## src/pas_pkg.sv

```systemverilog
// package: register map, field layout, source codes and states of the pwm auto-shutdown block
package pas_pkg;

  // wishbone geometry
  localparam int unsigned ADR_W = 8;
  localparam int unsigned DAT_W = 32;
  localparam int unsigned IDX_W = 6;

  // register indices; byte address is four times the index
  localparam logic [IDX_W-1:0] CTRL_IDX = 6'h17;
  localparam logic [IDX_W-1:0] STAT_IDX = 6'h18;
  localparam logic [IDX_W-1:0] MASK_IDX = 6'h19;
  localparam logic [IDX_W-1:0] SRCV_IDX = 6'h1a;

  // auto_shutdown_ctrl layout
  localparam int unsigned CTRL_W   = 8;
  localparam int unsigned FLAG_BIT = 7;
  localparam int unsigned SEL_HI   = 6;
  localparam int unsigned SEL_LO   = 4;
  localparam int unsigned AC_HI    = 3;
  localparam int unsigned AC_LO    = 2;
  localparam int unsigned BD_HI    = 1;
  localparam int unsigned BD_LO    = 0;
  localparam logic [CTRL_W-1:0] CTRL_RST = 8'h00;

  // shutdown_source_sel codes
  localparam logic [2:0] SRC_OFF     = 3'h0;
  localparam logic [2:0] SRC_C1      = 3'h1;
  localparam logic [2:0] SRC_C2      = 3'h2;
  localparam logic [2:0] SRC_C12     = 3'h3;
  localparam logic [2:0] SRC_INT     = 3'h4;
  localparam logic [2:0] SRC_INT_C1  = 3'h5;
  localparam logic [2:0] SRC_INT_C2  = 3'h6;
  localparam logic [2:0] SRC_INT_C12 = 3'h7;

  // pair shutdown state codes; bit 1 set means high impedance
  localparam logic [1:0] PS_LOW  = 2'h0;
  localparam logic [1:0] PS_HIGH = 2'h1;
  localparam int unsigned PS_TRI_BIT = 1;

  // interrupt status / mask layout
  localparam int unsigned IRQ_W     = 2;
  localparam int unsigned IRQ_ENTER = 0;
  localparam int unsigned IRQ_EXIT  = 1;
  localparam logic [IRQ_W-1:0] IRQ_RST = 2'h0;

  // source view layout
  localparam int unsigned SV_INT_LOW = 0;
  localparam int unsigned SV_C1      = 1;
  localparam int unsigned SV_C2      = 2;
  localparam int unsigned SV_FAULT   = 3;

  typedef enum logic {PAS_RUN, PAS_SHUT} pas_state_t;

  // true when the selected source is active
  function automatic logic pas_src_active(input logic [2:0] sel, input logic int_low,
                                          input logic c1, input logic c2);
    logic r;
    r = 1'b0;
    case (sel)
      SRC_OFF:     r = 1'b0;
      SRC_C1:      r = c1;
      SRC_C2:      r = c2;
      SRC_C12:     r = c1 | c2;
      SRC_INT:     r = int_low;
      SRC_INT_C1:  r = int_low | c1;
      SRC_INT_C2:  r = int_low | c2;
      SRC_INT_C12: r = int_low | c1 | c2;
      default:     r = 1'b0;
    endcase
    return r;
  endfunction

endpackage

```

## src/pas_pin_if.sv

```systemverilog
// interface: shutdown request and pair states toward the output pin stage
`timescale 1ns/1ps
interface pas_pin_if;
  logic       shut;
  logic [1:0] ac_state;
  logic [1:0] bd_state;
  logic [3:0] pwm;
  logic [3:0] pin;
  logic [3:0] oe_n;

  modport ctl  (output shut, ac_state, bd_state, pwm, input pin, oe_n);
  modport pins (input shut, ac_state, bd_state, pwm, output pin, oe_n);
endinterface

```

## src/pas_pin_ctl.sv

```systemverilog
// module: pin stage that overrides the four pwm outputs in shutdown
`timescale 1ns/1ps
module pas_pin_ctl (
  // control and pins
  pas_pin_if.pins pif
);
  import pas_pkg::*;

  logic [1:0] st;

  // purely combinational so the override does not wait for a clock edge
  always_comb begin
    st       = 2'h0;
    pif.pin  = 4'h0;
    pif.oe_n = 4'h0;
    for (int i = 0; i < 4; i++) begin
      // index 0 = a, 1 = b, 2 = c, 3 = d; a pairs with c, b with d
      st = ((i % 2) == 0) ? pif.ac_state : pif.bd_state;
      if (!pif.shut) begin
        pif.pin[i]  = pif.pwm[i];
        pif.oe_n[i] = 1'b0;
      end else if (st[PS_TRI_BIT]) begin
        pif.pin[i]  = 1'b0;
        pif.oe_n[i] = 1'b1;
      end else begin
        pif.pin[i]  = (st == PS_HIGH);
        pif.oe_n[i] = 1'b0;
      end
    end
  end

endmodule

```

## src/pas_top.sv

```systemverilog
// module: pwm auto-shutdown control with wishbone register access and interrupt
//
// The Wishbone slave port was decided locally.
`timescale 1ns/1ps
module pas_top (
  // clock and reset
  input  wire logic                     clk_i,
  input  wire logic                     rst_i,
  // wishbone slave
  input  wire logic                     wb_cyc_i,
  input  wire logic                     wb_stb_i,
  input  wire logic                     wb_we_i,
  input  wire logic [pas_pkg::ADR_W-1:0] wb_adr_i,
  input  wire logic [3:0]               wb_sel_i,
  input  wire logic [pas_pkg::DAT_W-1:0] wb_dat_i,
  output      logic [pas_pkg::DAT_W-1:0] wb_dat_o,
  output      logic                     wb_ack_o,
  // fault sources
  input  wire logic                     ext_int_n_i,
  input  wire logic                     comparator_one_i,
  input  wire logic                     comparator_two_i,
  // normal pwm drive from the enhanced capture pwm unit
  input  wire logic                     pwm_a_i,
  input  wire logic                     pwm_b_i,
  input  wire logic                     pwm_c_i,
  input  wire logic                     pwm_d_i,
  // pwm output pins
  output      logic                     pwm_out_a_o,
  output      logic                     pwm_out_a_oe_n_o,
  output      logic                     pwm_out_b_o,
  output      logic                     pwm_out_b_oe_n_o,
  output      logic                     pwm_out_c_o,
  output      logic                     pwm_out_c_oe_n_o,
  output      logic                     pwm_out_d_o,
  output      logic                     pwm_out_d_oe_n_o,
  // interrupt and status
  output      logic                     irq_o,
  output      logic                     shutdown_o
);
  import pas_pkg::*;

  // ---------------------------------------------------------------
  // input synchronisers
  // ---------------------------------------------------------------
  logic [2:0] sync1_r;
  logic [2:0] sync2_r;
  logic [2:0] sync1_nxt;
  logic [2:0] sync2_nxt;

  always_comb begin
    sync1_nxt = {comparator_two_i, comparator_one_i, ~ext_int_n_i};
    sync2_nxt = sync1_r;
  end

  always_ff @(posedge clk_i) begin
    if (rst_i) begin
      sync1_r <= 3'h0;
      sync2_r <= 3'h0;
    end else begin
      sync1_r <= sync1_nxt;
      sync2_r <= sync2_nxt;
    end
  end

  logic int_low_s;
  logic c1_s;
  logic c2_s;

  assign int_low_s = sync2_r[0];
  assign c1_s      = sync2_r[1];
  assign c2_s      = sync2_r[2];

  // ---------------------------------------------------------------
  // wishbone decode
  // ---------------------------------------------------------------
  logic             req;
  logic [IDX_W-1:0] idx;
  logic             hit_ctrl;
  logic             hit_stat;
  logic             hit_mask;
  logic             hit_srcv;
  logic             wr_done;
  logic             rd_done;
  logic             ack_r;
  logic             ack_nxt;

  assign req      = wb_cyc_i & wb_stb_i;
  assign idx      = wb_adr_i[ADR_W-1:2];
  assign hit_ctrl = (idx == CTRL_IDX);
  assign hit_stat = (idx == STAT_IDX);
  assign hit_mask = (idx == MASK_IDX);
  assign hit_srcv = (idx == SRCV_IDX);
  // writes and read side effects happen on the edge where the master sees ack
  assign wr_done  = req & ack_r & wb_we_i & wb_sel_i[0];
  assign rd_done  = req & ack_r & ~wb_we_i;

  // ---------------------------------------------------------------
  // control register and shutdown state
  // ---------------------------------------------------------------
  logic [CTRL_W-2:0] cfg_r;
  logic [CTRL_W-2:0] cfg_nxt;
  pas_state_t        state_r;
  pas_state_t        state_nxt;

  logic [2:0] shutdown_source_sel;
  logic [1:0] pair_ac_shutdown_state;
  logic [1:0] pair_bd_shutdown_state;
  logic       shutdown_event_flag;
  logic       fault_raw;
  logic       fault_s;
  logic       sw_set;
  logic       sw_clr;

  assign shutdown_source_sel    = cfg_r[SEL_HI:SEL_LO];
  assign pair_ac_shutdown_state = cfg_r[AC_HI:AC_LO];
  assign pair_bd_shutdown_state = cfg_r[BD_HI:BD_LO];
  assign shutdown_event_flag    = (state_r == PAS_SHUT);

  // the unsynchronised copy only gates the pins, so no clocked logic sees it
  assign fault_raw = pas_src_active(shutdown_source_sel, ~ext_int_n_i,
                                    comparator_one_i, comparator_two_i);
  assign fault_s   = pas_src_active(shutdown_source_sel, int_low_s, c1_s, c2_s);

  assign sw_set = wr_done & hit_ctrl & wb_dat_i[FLAG_BIT];
  assign sw_clr = wr_done & hit_ctrl & ~wb_dat_i[FLAG_BIT];

  always_comb begin
    cfg_nxt   = cfg_r;
    state_nxt = state_r;
    if (wr_done && hit_ctrl) begin
      cfg_nxt = wb_dat_i[CTRL_W-2:0];
    end
    case (state_r)
      PAS_RUN: begin
        if (fault_s || sw_set) begin
          state_nxt = PAS_SHUT;
        end
      end
      PAS_SHUT: begin
        // a live source wins over a firmware clear, so the flag cannot drop under a fault
        if (sw_clr && !fault_s) begin
          state_nxt = PAS_RUN;
        end
      end
      default: begin
        state_nxt = PAS_SHUT;
      end
    endcase
  end

  always_ff @(posedge clk_i) begin
    if (rst_i) begin
      cfg_r   <= CTRL_RST[CTRL_W-2:0];
      state_r <= PAS_RUN;
    end else begin
      cfg_r   <= cfg_nxt;
      state_r <= state_nxt;
    end
  end

  // ---------------------------------------------------------------
  // interrupt status and mask
  // ---------------------------------------------------------------
  logic [IRQ_W-1:0] stat_r;
  logic [IRQ_W-1:0] stat_nxt;
  logic [IRQ_W-1:0] mask_r;
  logic [IRQ_W-1:0] mask_nxt;
  logic [IRQ_W-1:0] events;

  always_comb begin
    events             = '0;
    events[IRQ_ENTER]  = (state_r == PAS_RUN) && (state_nxt == PAS_SHUT);
    events[IRQ_EXIT]   = (state_r == PAS_SHUT) && (state_nxt == PAS_RUN);
    stat_nxt           = stat_r;
    if (rd_done && hit_stat) begin
      stat_nxt = '0;
    end
    // a new event in the clearing cycle is kept
    stat_nxt = stat_nxt | events;
    mask_nxt = mask_r;
    if (wr_done && hit_mask) begin
      mask_nxt = wb_dat_i[IRQ_W-1:0];
    end
  end

  always_ff @(posedge clk_i) begin
    if (rst_i) begin
      stat_r <= IRQ_RST;
      mask_r <= IRQ_RST;
    end else begin
      stat_r <= stat_nxt;
      mask_r <= mask_nxt;
    end
  end

  assign irq_o = |(stat_r & mask_r);

  // ---------------------------------------------------------------
  // read data and acknowledge
  // ---------------------------------------------------------------
  logic [DAT_W-1:0] rdat_r;
  logic [DAT_W-1:0] rdat_nxt;

  always_comb begin
    ack_nxt  = req & ~ack_r;
    rdat_nxt = rdat_r;
    if (req && !ack_r) begin
      rdat_nxt = '0;
      // unmapped indices are acknowledged and read as zero
      if (hit_ctrl) begin
        rdat_nxt[CTRL_W-1:0] = {shutdown_event_flag, cfg_r};
      end else if (hit_stat) begin
        rdat_nxt[IRQ_W-1:0] = stat_r;
      end else if (hit_mask) begin
        rdat_nxt[IRQ_W-1:0] = mask_r;
      end else if (hit_srcv) begin
        rdat_nxt[SV_INT_LOW] = int_low_s;
        rdat_nxt[SV_C1]      = c1_s;
        rdat_nxt[SV_C2]      = c2_s;
        rdat_nxt[SV_FAULT]   = fault_s;
      end
    end
  end

  always_ff @(posedge clk_i) begin
    if (rst_i) begin
      ack_r  <= 1'b0;
      rdat_r <= '0;
    end else begin
      ack_r  <= ack_nxt;
      rdat_r <= rdat_nxt;
    end
  end

  assign wb_ack_o = ack_r;
  assign wb_dat_o = rdat_r;

  // ---------------------------------------------------------------
  // pin stage
  // ---------------------------------------------------------------
  pas_pin_if pif ();

  // the raw fault term forces the pins before the flag is even registered
  assign pif.shut     = shutdown_event_flag | fault_raw;
  assign pif.ac_state = pair_ac_shutdown_state;
  assign pif.bd_state = pair_bd_shutdown_state;
  assign pif.pwm      = {pwm_d_i, pwm_c_i, pwm_b_i, pwm_a_i};

  pas_pin_ctl u_pin_ctl (
    .pif (pif.pins)
  );

  assign pwm_out_a_o      = pif.pin[0];
  assign pwm_out_b_o      = pif.pin[1];
  assign pwm_out_c_o      = pif.pin[2];
  assign pwm_out_d_o      = pif.pin[3];
  assign pwm_out_a_oe_n_o = pif.oe_n[0];
  assign pwm_out_b_oe_n_o = pif.oe_n[1];
  assign pwm_out_c_oe_n_o = pif.oe_n[2];
  assign pwm_out_d_oe_n_o = pif.oe_n[3];
  assign shutdown_o       = pif.shut;

endmodule

```

## config.mk

```make
export PLATFORM = sky130hd
export DESIGN_NAME = pas_top
export DESIGN_NICKNAME = d
export VERILOG_FILES = /design/src/pas_pkg.sv /design/src/pas_pin_if.sv /design/src/pas_pin_ctl.sv /design/src/pas_top.sv
export SDC_FILE = /design/constraint.sdc
export NUM_CORES = 1
export LEC_CHECK = 0
export BUFFER_PORTS_ARGS = -buffer_cell sky130_fd_sc_hd__buf_2
export CAP_MARGIN = 20
export CORE_ASPECT_RATIO = 1.5
export CORE_MARGIN = 2
export CORE_UTILIZATION = 37
export DETAILED_ROUTE_END_ITERATION = 12
export HOLD_SLACK_MARGIN = 0.02
export MAX_ROUTING_LAYER = met4
export PLACE_DENSITY = 0.75
export SYNTH_ARGS = -nofsm -noshare
export SYNTH_HDL_FRONTEND = slang
export SYNTH_SLANG_ARGS = --single-unit
export TNS_END_PERCENT = 50
```

## constraint.sdc

```tcl
create_clock -name clk_i -period 1.3 [get_ports clk_i]
set_input_delay 0.26 -clock clk_i [delete_from_list [all_inputs] [get_ports clk_i]]
set_output_delay 0.26 -clock clk_i [all_outputs]
set_load 0.005 [all_outputs]
```

Word-level counts from Yosys, hierarchy flattened. Cells that the tools add are included. Widths: inputs -> output; s select.

Mux-type cells: 23. Bitwise gates (word level): 26. $mul: 0. Div/mod/pow operators: 0. Reduce and logical (&&, ||, !) cells: 12. Add/sub/neg operators: 0. Order comparisons: 0. Equality and inequality tests: 13. Shift operators: 0.

Operator list (count): $eq 6x5->1 const B (4); $pmux 1 s8 (2); $eq 3x3->1 const B (4); $mux 1 (12); $mux 4 (3); $mux 2 (5); $and 1x1->1 (9); $or 1x1->1 (9); $logic_and 1x1->1 (7); $eq 3x2->1 const B (2); $not 1->1 (6); $eq 2x1->1 const B (2); $eq 3x1->1 const B (1); $logic_not 3->1 (1); $and 2x2->2 (1); $logic_not 1->1 (2); $or 2x2->2 (1); $pmux 1 s2 (1); $reduce_or 2->1 (1); $logic_or 1x1->1 (1).

Memories: 0. ROM bits: 0. Bits in writable memories: 0. Input bits: 56. Register bits after elaboration: 27. Logic and storage cells: 82. Bits in latches: 0.

Depth between registers and ports, before layout.
Depth after elaboration: 12. Depth in mapped cells: 6. Mapped depth without buffers: 4.

Hierarchy. A second synthesis with hierarchy kept.

Cell total of the unflattened synthesis: 155. Area, all modules: 1397.6 um^2.

By module, submodules not included: pas_top (instances 1, area each 1317.5 um^2, seq. area each 540.5 um^2, cells each 141); pas_pin_ctl (instances 1, area each 80.1 um^2, seq. area each 0.0 um^2, cells each 14).

Worst setup path after synthesis. No wires, ideal clock.

Path type: reg2out. From: register cfg_r[4]. To: output pwm_out_a_o. Path slack: -0.071 ns. Cell stages (with the launch flop): 5. Arrival time: 1.111 ns. Cell sequence: dfxtp_1 -> a22o_1 -> nor3_2 -> nor3b_1 -> a21o_1.

Cells in the longest elaborated chain, start to end: 4. Elaborated cells between the ends (all ways): 11. Those cells by class: eq/ne (7); mux (2); bitwise (1); reduce/logical (1).

Ends and longest elaborated chain: start: declaration (RTL line pas_top.sv:100) `logic [CTRL_W-2:0] cfg_r;`; start signal: assignment (RTL line pas_top.sv:153) `cfg_r <= CTRL_RST[CTRL_W-2:0];`; start signal: assignment (RTL line pas_top.sv:156) `cfg_r <= cfg_nxt;`; $eq 3x3->1, or another cell as far along (RTL line pas_pkg.sv:60) `case (sel)`; $pmux 1 s8 * (RTL line pas_pkg.sv:60); $or 1x1->1 * (RTL line pas_top.sv:244) `assign pif.shut = shutdown_event_flag | fault_raw;`; $mux 1 * (RTL line pas_pin_ctl.sv:19) `if (!pif.shut) begin`; end: declaration (RTL line pas_top.sv:28) `output logic pwm_out_a_o,`.

Mark *: on every way between the ends. The rest lies on a longest branch, timed or not.

Worst setup path after layout.
From: register cfg_r[5]. To: output pwm_out_b_o.

Cells in the longest elaborated chain, start to end: 4. Elaborated cells between the ends (all ways): 11. Those cells by class: eq/ne (7); mux (2); bitwise (1); reduce/logical (1).

Ends and longest elaborated chain: $eq 3x3->1, or another cell as far along (RTL line pas_pkg.sv:60); $pmux 1 s8 * (RTL line pas_pkg.sv:60); $or 1x1->1 * (RTL line pas_top.sv:244); $mux 1 * (RTL line pas_pin_ctl.sv:19); end: declaration (RTL line pas_top.sv:30) `output logic pwm_out_b_o,`.

Marks and branches as above.

==> flow_metrics.env <==
export IMPL_outcome="complete, but fails checks"
export IMPL_violations="negative setup slack"
export IMPL_syn_avg_cell_area_um2=9.07
export IMPL_crit_fanout=4
export IMPL_pre_cts_slack_ns=-0.201
export IMPL_drt_first_pass_iters=4
export IMPL_synth_top_cell_by_area="dfxtp_1"
export IMPL_yosysUniqueCellTypes=37
export IMPL_coreArea_um2=3650
export IMPL_nNetsFinal=276
export IMPL_crit_arrival_ns=1.47
export IMPL_synth_commonest_cells="buf_4, dfxtp_1, nor2_1, mux2i_1, nor2b_1"
export IMPL_dp_hpwl_mm=2.49
export IMPL_die_area_um2=4290
export IMPL_yosys_area_top_type_share=0.387
export IMPL_synthCells=154
export IMPL_h_tree_depth=1
export IMPL_avgViaCountPerCell=4.71
export IMPL_root_buffer="clkbuf_8"
export IMPL_insertion_delay_ns=0.27
export IMPL_drt_iter0_drc=27
export IMPL_wl_per_cell_um=12.4
export IMPL_gr_total_overflow=0
export IMPL_power_frac_clock=0.311
export IMPL_vias=1235
export IMPL_numPortBuffers=45
export IMPL_fin_crit_ns=1.73
export IMPL_fp_dieW_um=54.2
export IMPL_start_util=0.383
export IMPL_end_kind="output port"
export IMPL_finalSetupViolations=13
export IMPL_globalplace_congestion=0.811
export IMPL_netlist_area_um2=1400
export IMPL_critPathLaunchType="flip-flop"
export IMPL_wl_met3_um=225
export IMPL_hp_class="in2reg"
export IMPL_synthFlopType="dfxtp_1"
export IMPL_fin_crit_sh=1.33
export IMPL_hold_viol_final=0
export IMPL_grt_pass1_wl_mm=4.70
export IMPL_postSynth_asyncResetShare=0
export IMPL_yosys_register_bits=27
export IMPL_p_per_area_nw_per_um2=820
export IMPL_die_h_um=79.2
export IMPL_ir_drop_v=0.000487
export IMPL_cts_tree="done"
export IMPL_antenna_cells=0
export IMPL_slew_viol_final=0
export IMPL_grt_usage=0.151
export IMPL_synth_area_top_cells="dfxtp_1, buf_4, mux2i_1"
export IMPL_synth_edff_count=0
export IMPL_skew_ns=0.00238
export IMPL_seqPwrFrac=0.567
export IMPL_yosysWarnings=0
export IMPL_layout_setup_ws_ns=-0.428
export IMPL_ys_seq_area_frac=0.387
export IMPL_antenna_found_initial=0
export IMPL_cts_buffer_depth=2
export IMPL_grt_start_max_net_pins=16
export IMPL_row_count=27
export IMPL_drc=0
export IMPL_drive_gt1_frac=0.393
export IMPL_clock_sinks=27
export IMPL_p_leak_uw=0.000864
export IMPL_grt_pass1_vias=1060
export IMPL_intPower_uw=1140
export IMPL_clkTransAtPathRegs_ns=0.09
export IMPL_fmax_mhz=579
export IMPL_dr_wl_met2_mm=1.69
export IMPL_m1WireLength_mm=1.30
export IMPL_io_pins=99
export IMPL_cts_hold_buf=0
export IMPL_combPwrFrac=0.122
export IMPL_area_delta_synth_final_pct=31.5
export IMPL_critPathKind="reg2out"
export IMPL_sw_frac_of_total=0.240
export IMPL_power_switching_uw=361
export IMPL_maxCapViolations=0
export IMPL_crit_required_ns=1.04
export IMPL_numCtsBuffers=3
export IMPL_drt_antenna_violating_nets=0
export IMPL_grt_setup_unrepaired="yes"
export IMPL_route_top_layer_used="met4"
export IMPL_whs_ns=0.150
export IMPL_finalWirelength_mm=3.26
==> final timing paths <==
path | startpoint | endpoint | slack, ns | cells after the start
max | cfg_r[5]$_SDFFE_PP0P_ | pwm_out_b_o | -0.43 | 5
min | ext_int_n_i | sync1_r[0]$_SDFF_PP0_ | 0.15 | 2
max reg2reg | cfg_r[5]$_SDFFE_PP0P_ | wb_dat_o[3]$_SDFFE_PP0P_ | -0.03 | 6
min reg2reg | sync1_r[1]$_SDFF_PP0_ | sync2_r[1]$_SDFF_PP0_ | 0.44 | 1
==> metrics by stage <==
stage / power [uW] / area, um2 / instances / utilization / TNS [ns]
finish: 1500 / 1840 / 262 / 0.503 / -3.70
global route: 1580 / 1840 / 262 / 0.503 / -4.84
CTS: 1510 / 1770 / 260 / 0.485 / -3.35
detailed placement: 1050 / 1700 / 254 / 0.465 / -2.99
global placement: 1050 / 1700 / 254 / 0.465 / -2.81
floorplan: 1010 / 1490 / 177 / - / -0.0413
==> power by group through the flow <==
stage          registers (uW)  logic [uW]  clock network [uW]
3_5_place_dp              872         177                   0
4_1_cts                   852         179                 480
6_report                  853         184                 469
3_3_place_gp              871         175                   0
5_1_grt                   855         207                 516
2_1_floorplan             871         135                   0
==> critical path, stage by stage (launching register included) <==
cell,delay (ns)
dfxtp_2,0.33
a22o_1,0.22
nor3_4,0.26
nor3b_2,0.11
a21o_1,0.16
buf_2,0.12
==> state kept, by name, summed over array words and instances (netlist names) <==
| name | count |
|---|---|
| mask_r | 2 |
| wb_dat_o | 8 |
| cfg_r | 7 |
| wb_ack_o | 1 |
| shutdown_event_flag | 1 |
| stat_r | 2 |
| sync1_r | 3 |
| sync2_r | 3 |
==> cells by family after synthesis <==
kind of cell | Yosys count | synth area share
AND/OR/NAND/NOR | 59 | 0.236
flip-flops | 27 | 0.387
multiplexers | 11 | 0.0789
other | 1 | 0.00269
buffers and inverters | 33 | 0.167
AO/OA/AOI/OAI | 23 | 0.129
==> per-layer routing <==
layer,track usage,vias up
met2,0.254,61
met4,0.0575,0
li1,-,619
met3,0.0244,5
met5,-,-
met1,0.174,550
==> cell type report <==
type,instances,area (um2)
clock inverters,1,5.00
flip-flops and latches,27,544
clock buffers,3,41.3
multi-input cells,117,767
well taps,43,53.8
inverters,2,7.51
repair buffers,69,417
fillers,363,1810
==> placed cells by master (no fill, tap or decap), types with 2 or more instances in the layout <==
| cell | Yosys | layout |
|---|---|---|
| a211oi_1 | 2 | 2 |
| a21o_1 | 4 | 4 |
| a21oi_1 | 4 | 4 |
| a221oi_1 | 2 | 2 |
| a22o_1 | 2 | 2 |
| buf_2 | 0 | 45 |
| buf_4 | 27 | 21 |
| buf_6 | 1 | 2 |
| clkbuf_8 | 0 | 3 |
| conb_1 | 1 | 24 |
| dfxtp_1 | 27 | 24 |
| dfxtp_2 | 0 | 3 |
| inv_1 | 2 | 2 |
| mux2i_1 | 11 | 11 |
| nand2_1 | 8 | 8 |
| nand2b_1 | 2 | 2 |
| nand3_1 | 4 | 3 |
| nor2_1 | 20 | 20 |
| nor2b_1 | 9 | 8 |
| nor3_1 | 3 | 3 |
| nor3b_2 | 0 | 2 |
| nor4_4 | 1 | 2 |
| o2bb2ai_1 | 2 | 2 |
==> timing repair <==
action                                  4_1_cts  5_1_grt
pin swaps                                     0        3
cloned                                        0        1
endpoints found under the setup margin        9       22
hold endpoints to repair                      0        0
setup buffers                                 2        1
gates resized for setup                       4        9
No activity file was read; power rests on OpenSTA's default activity.
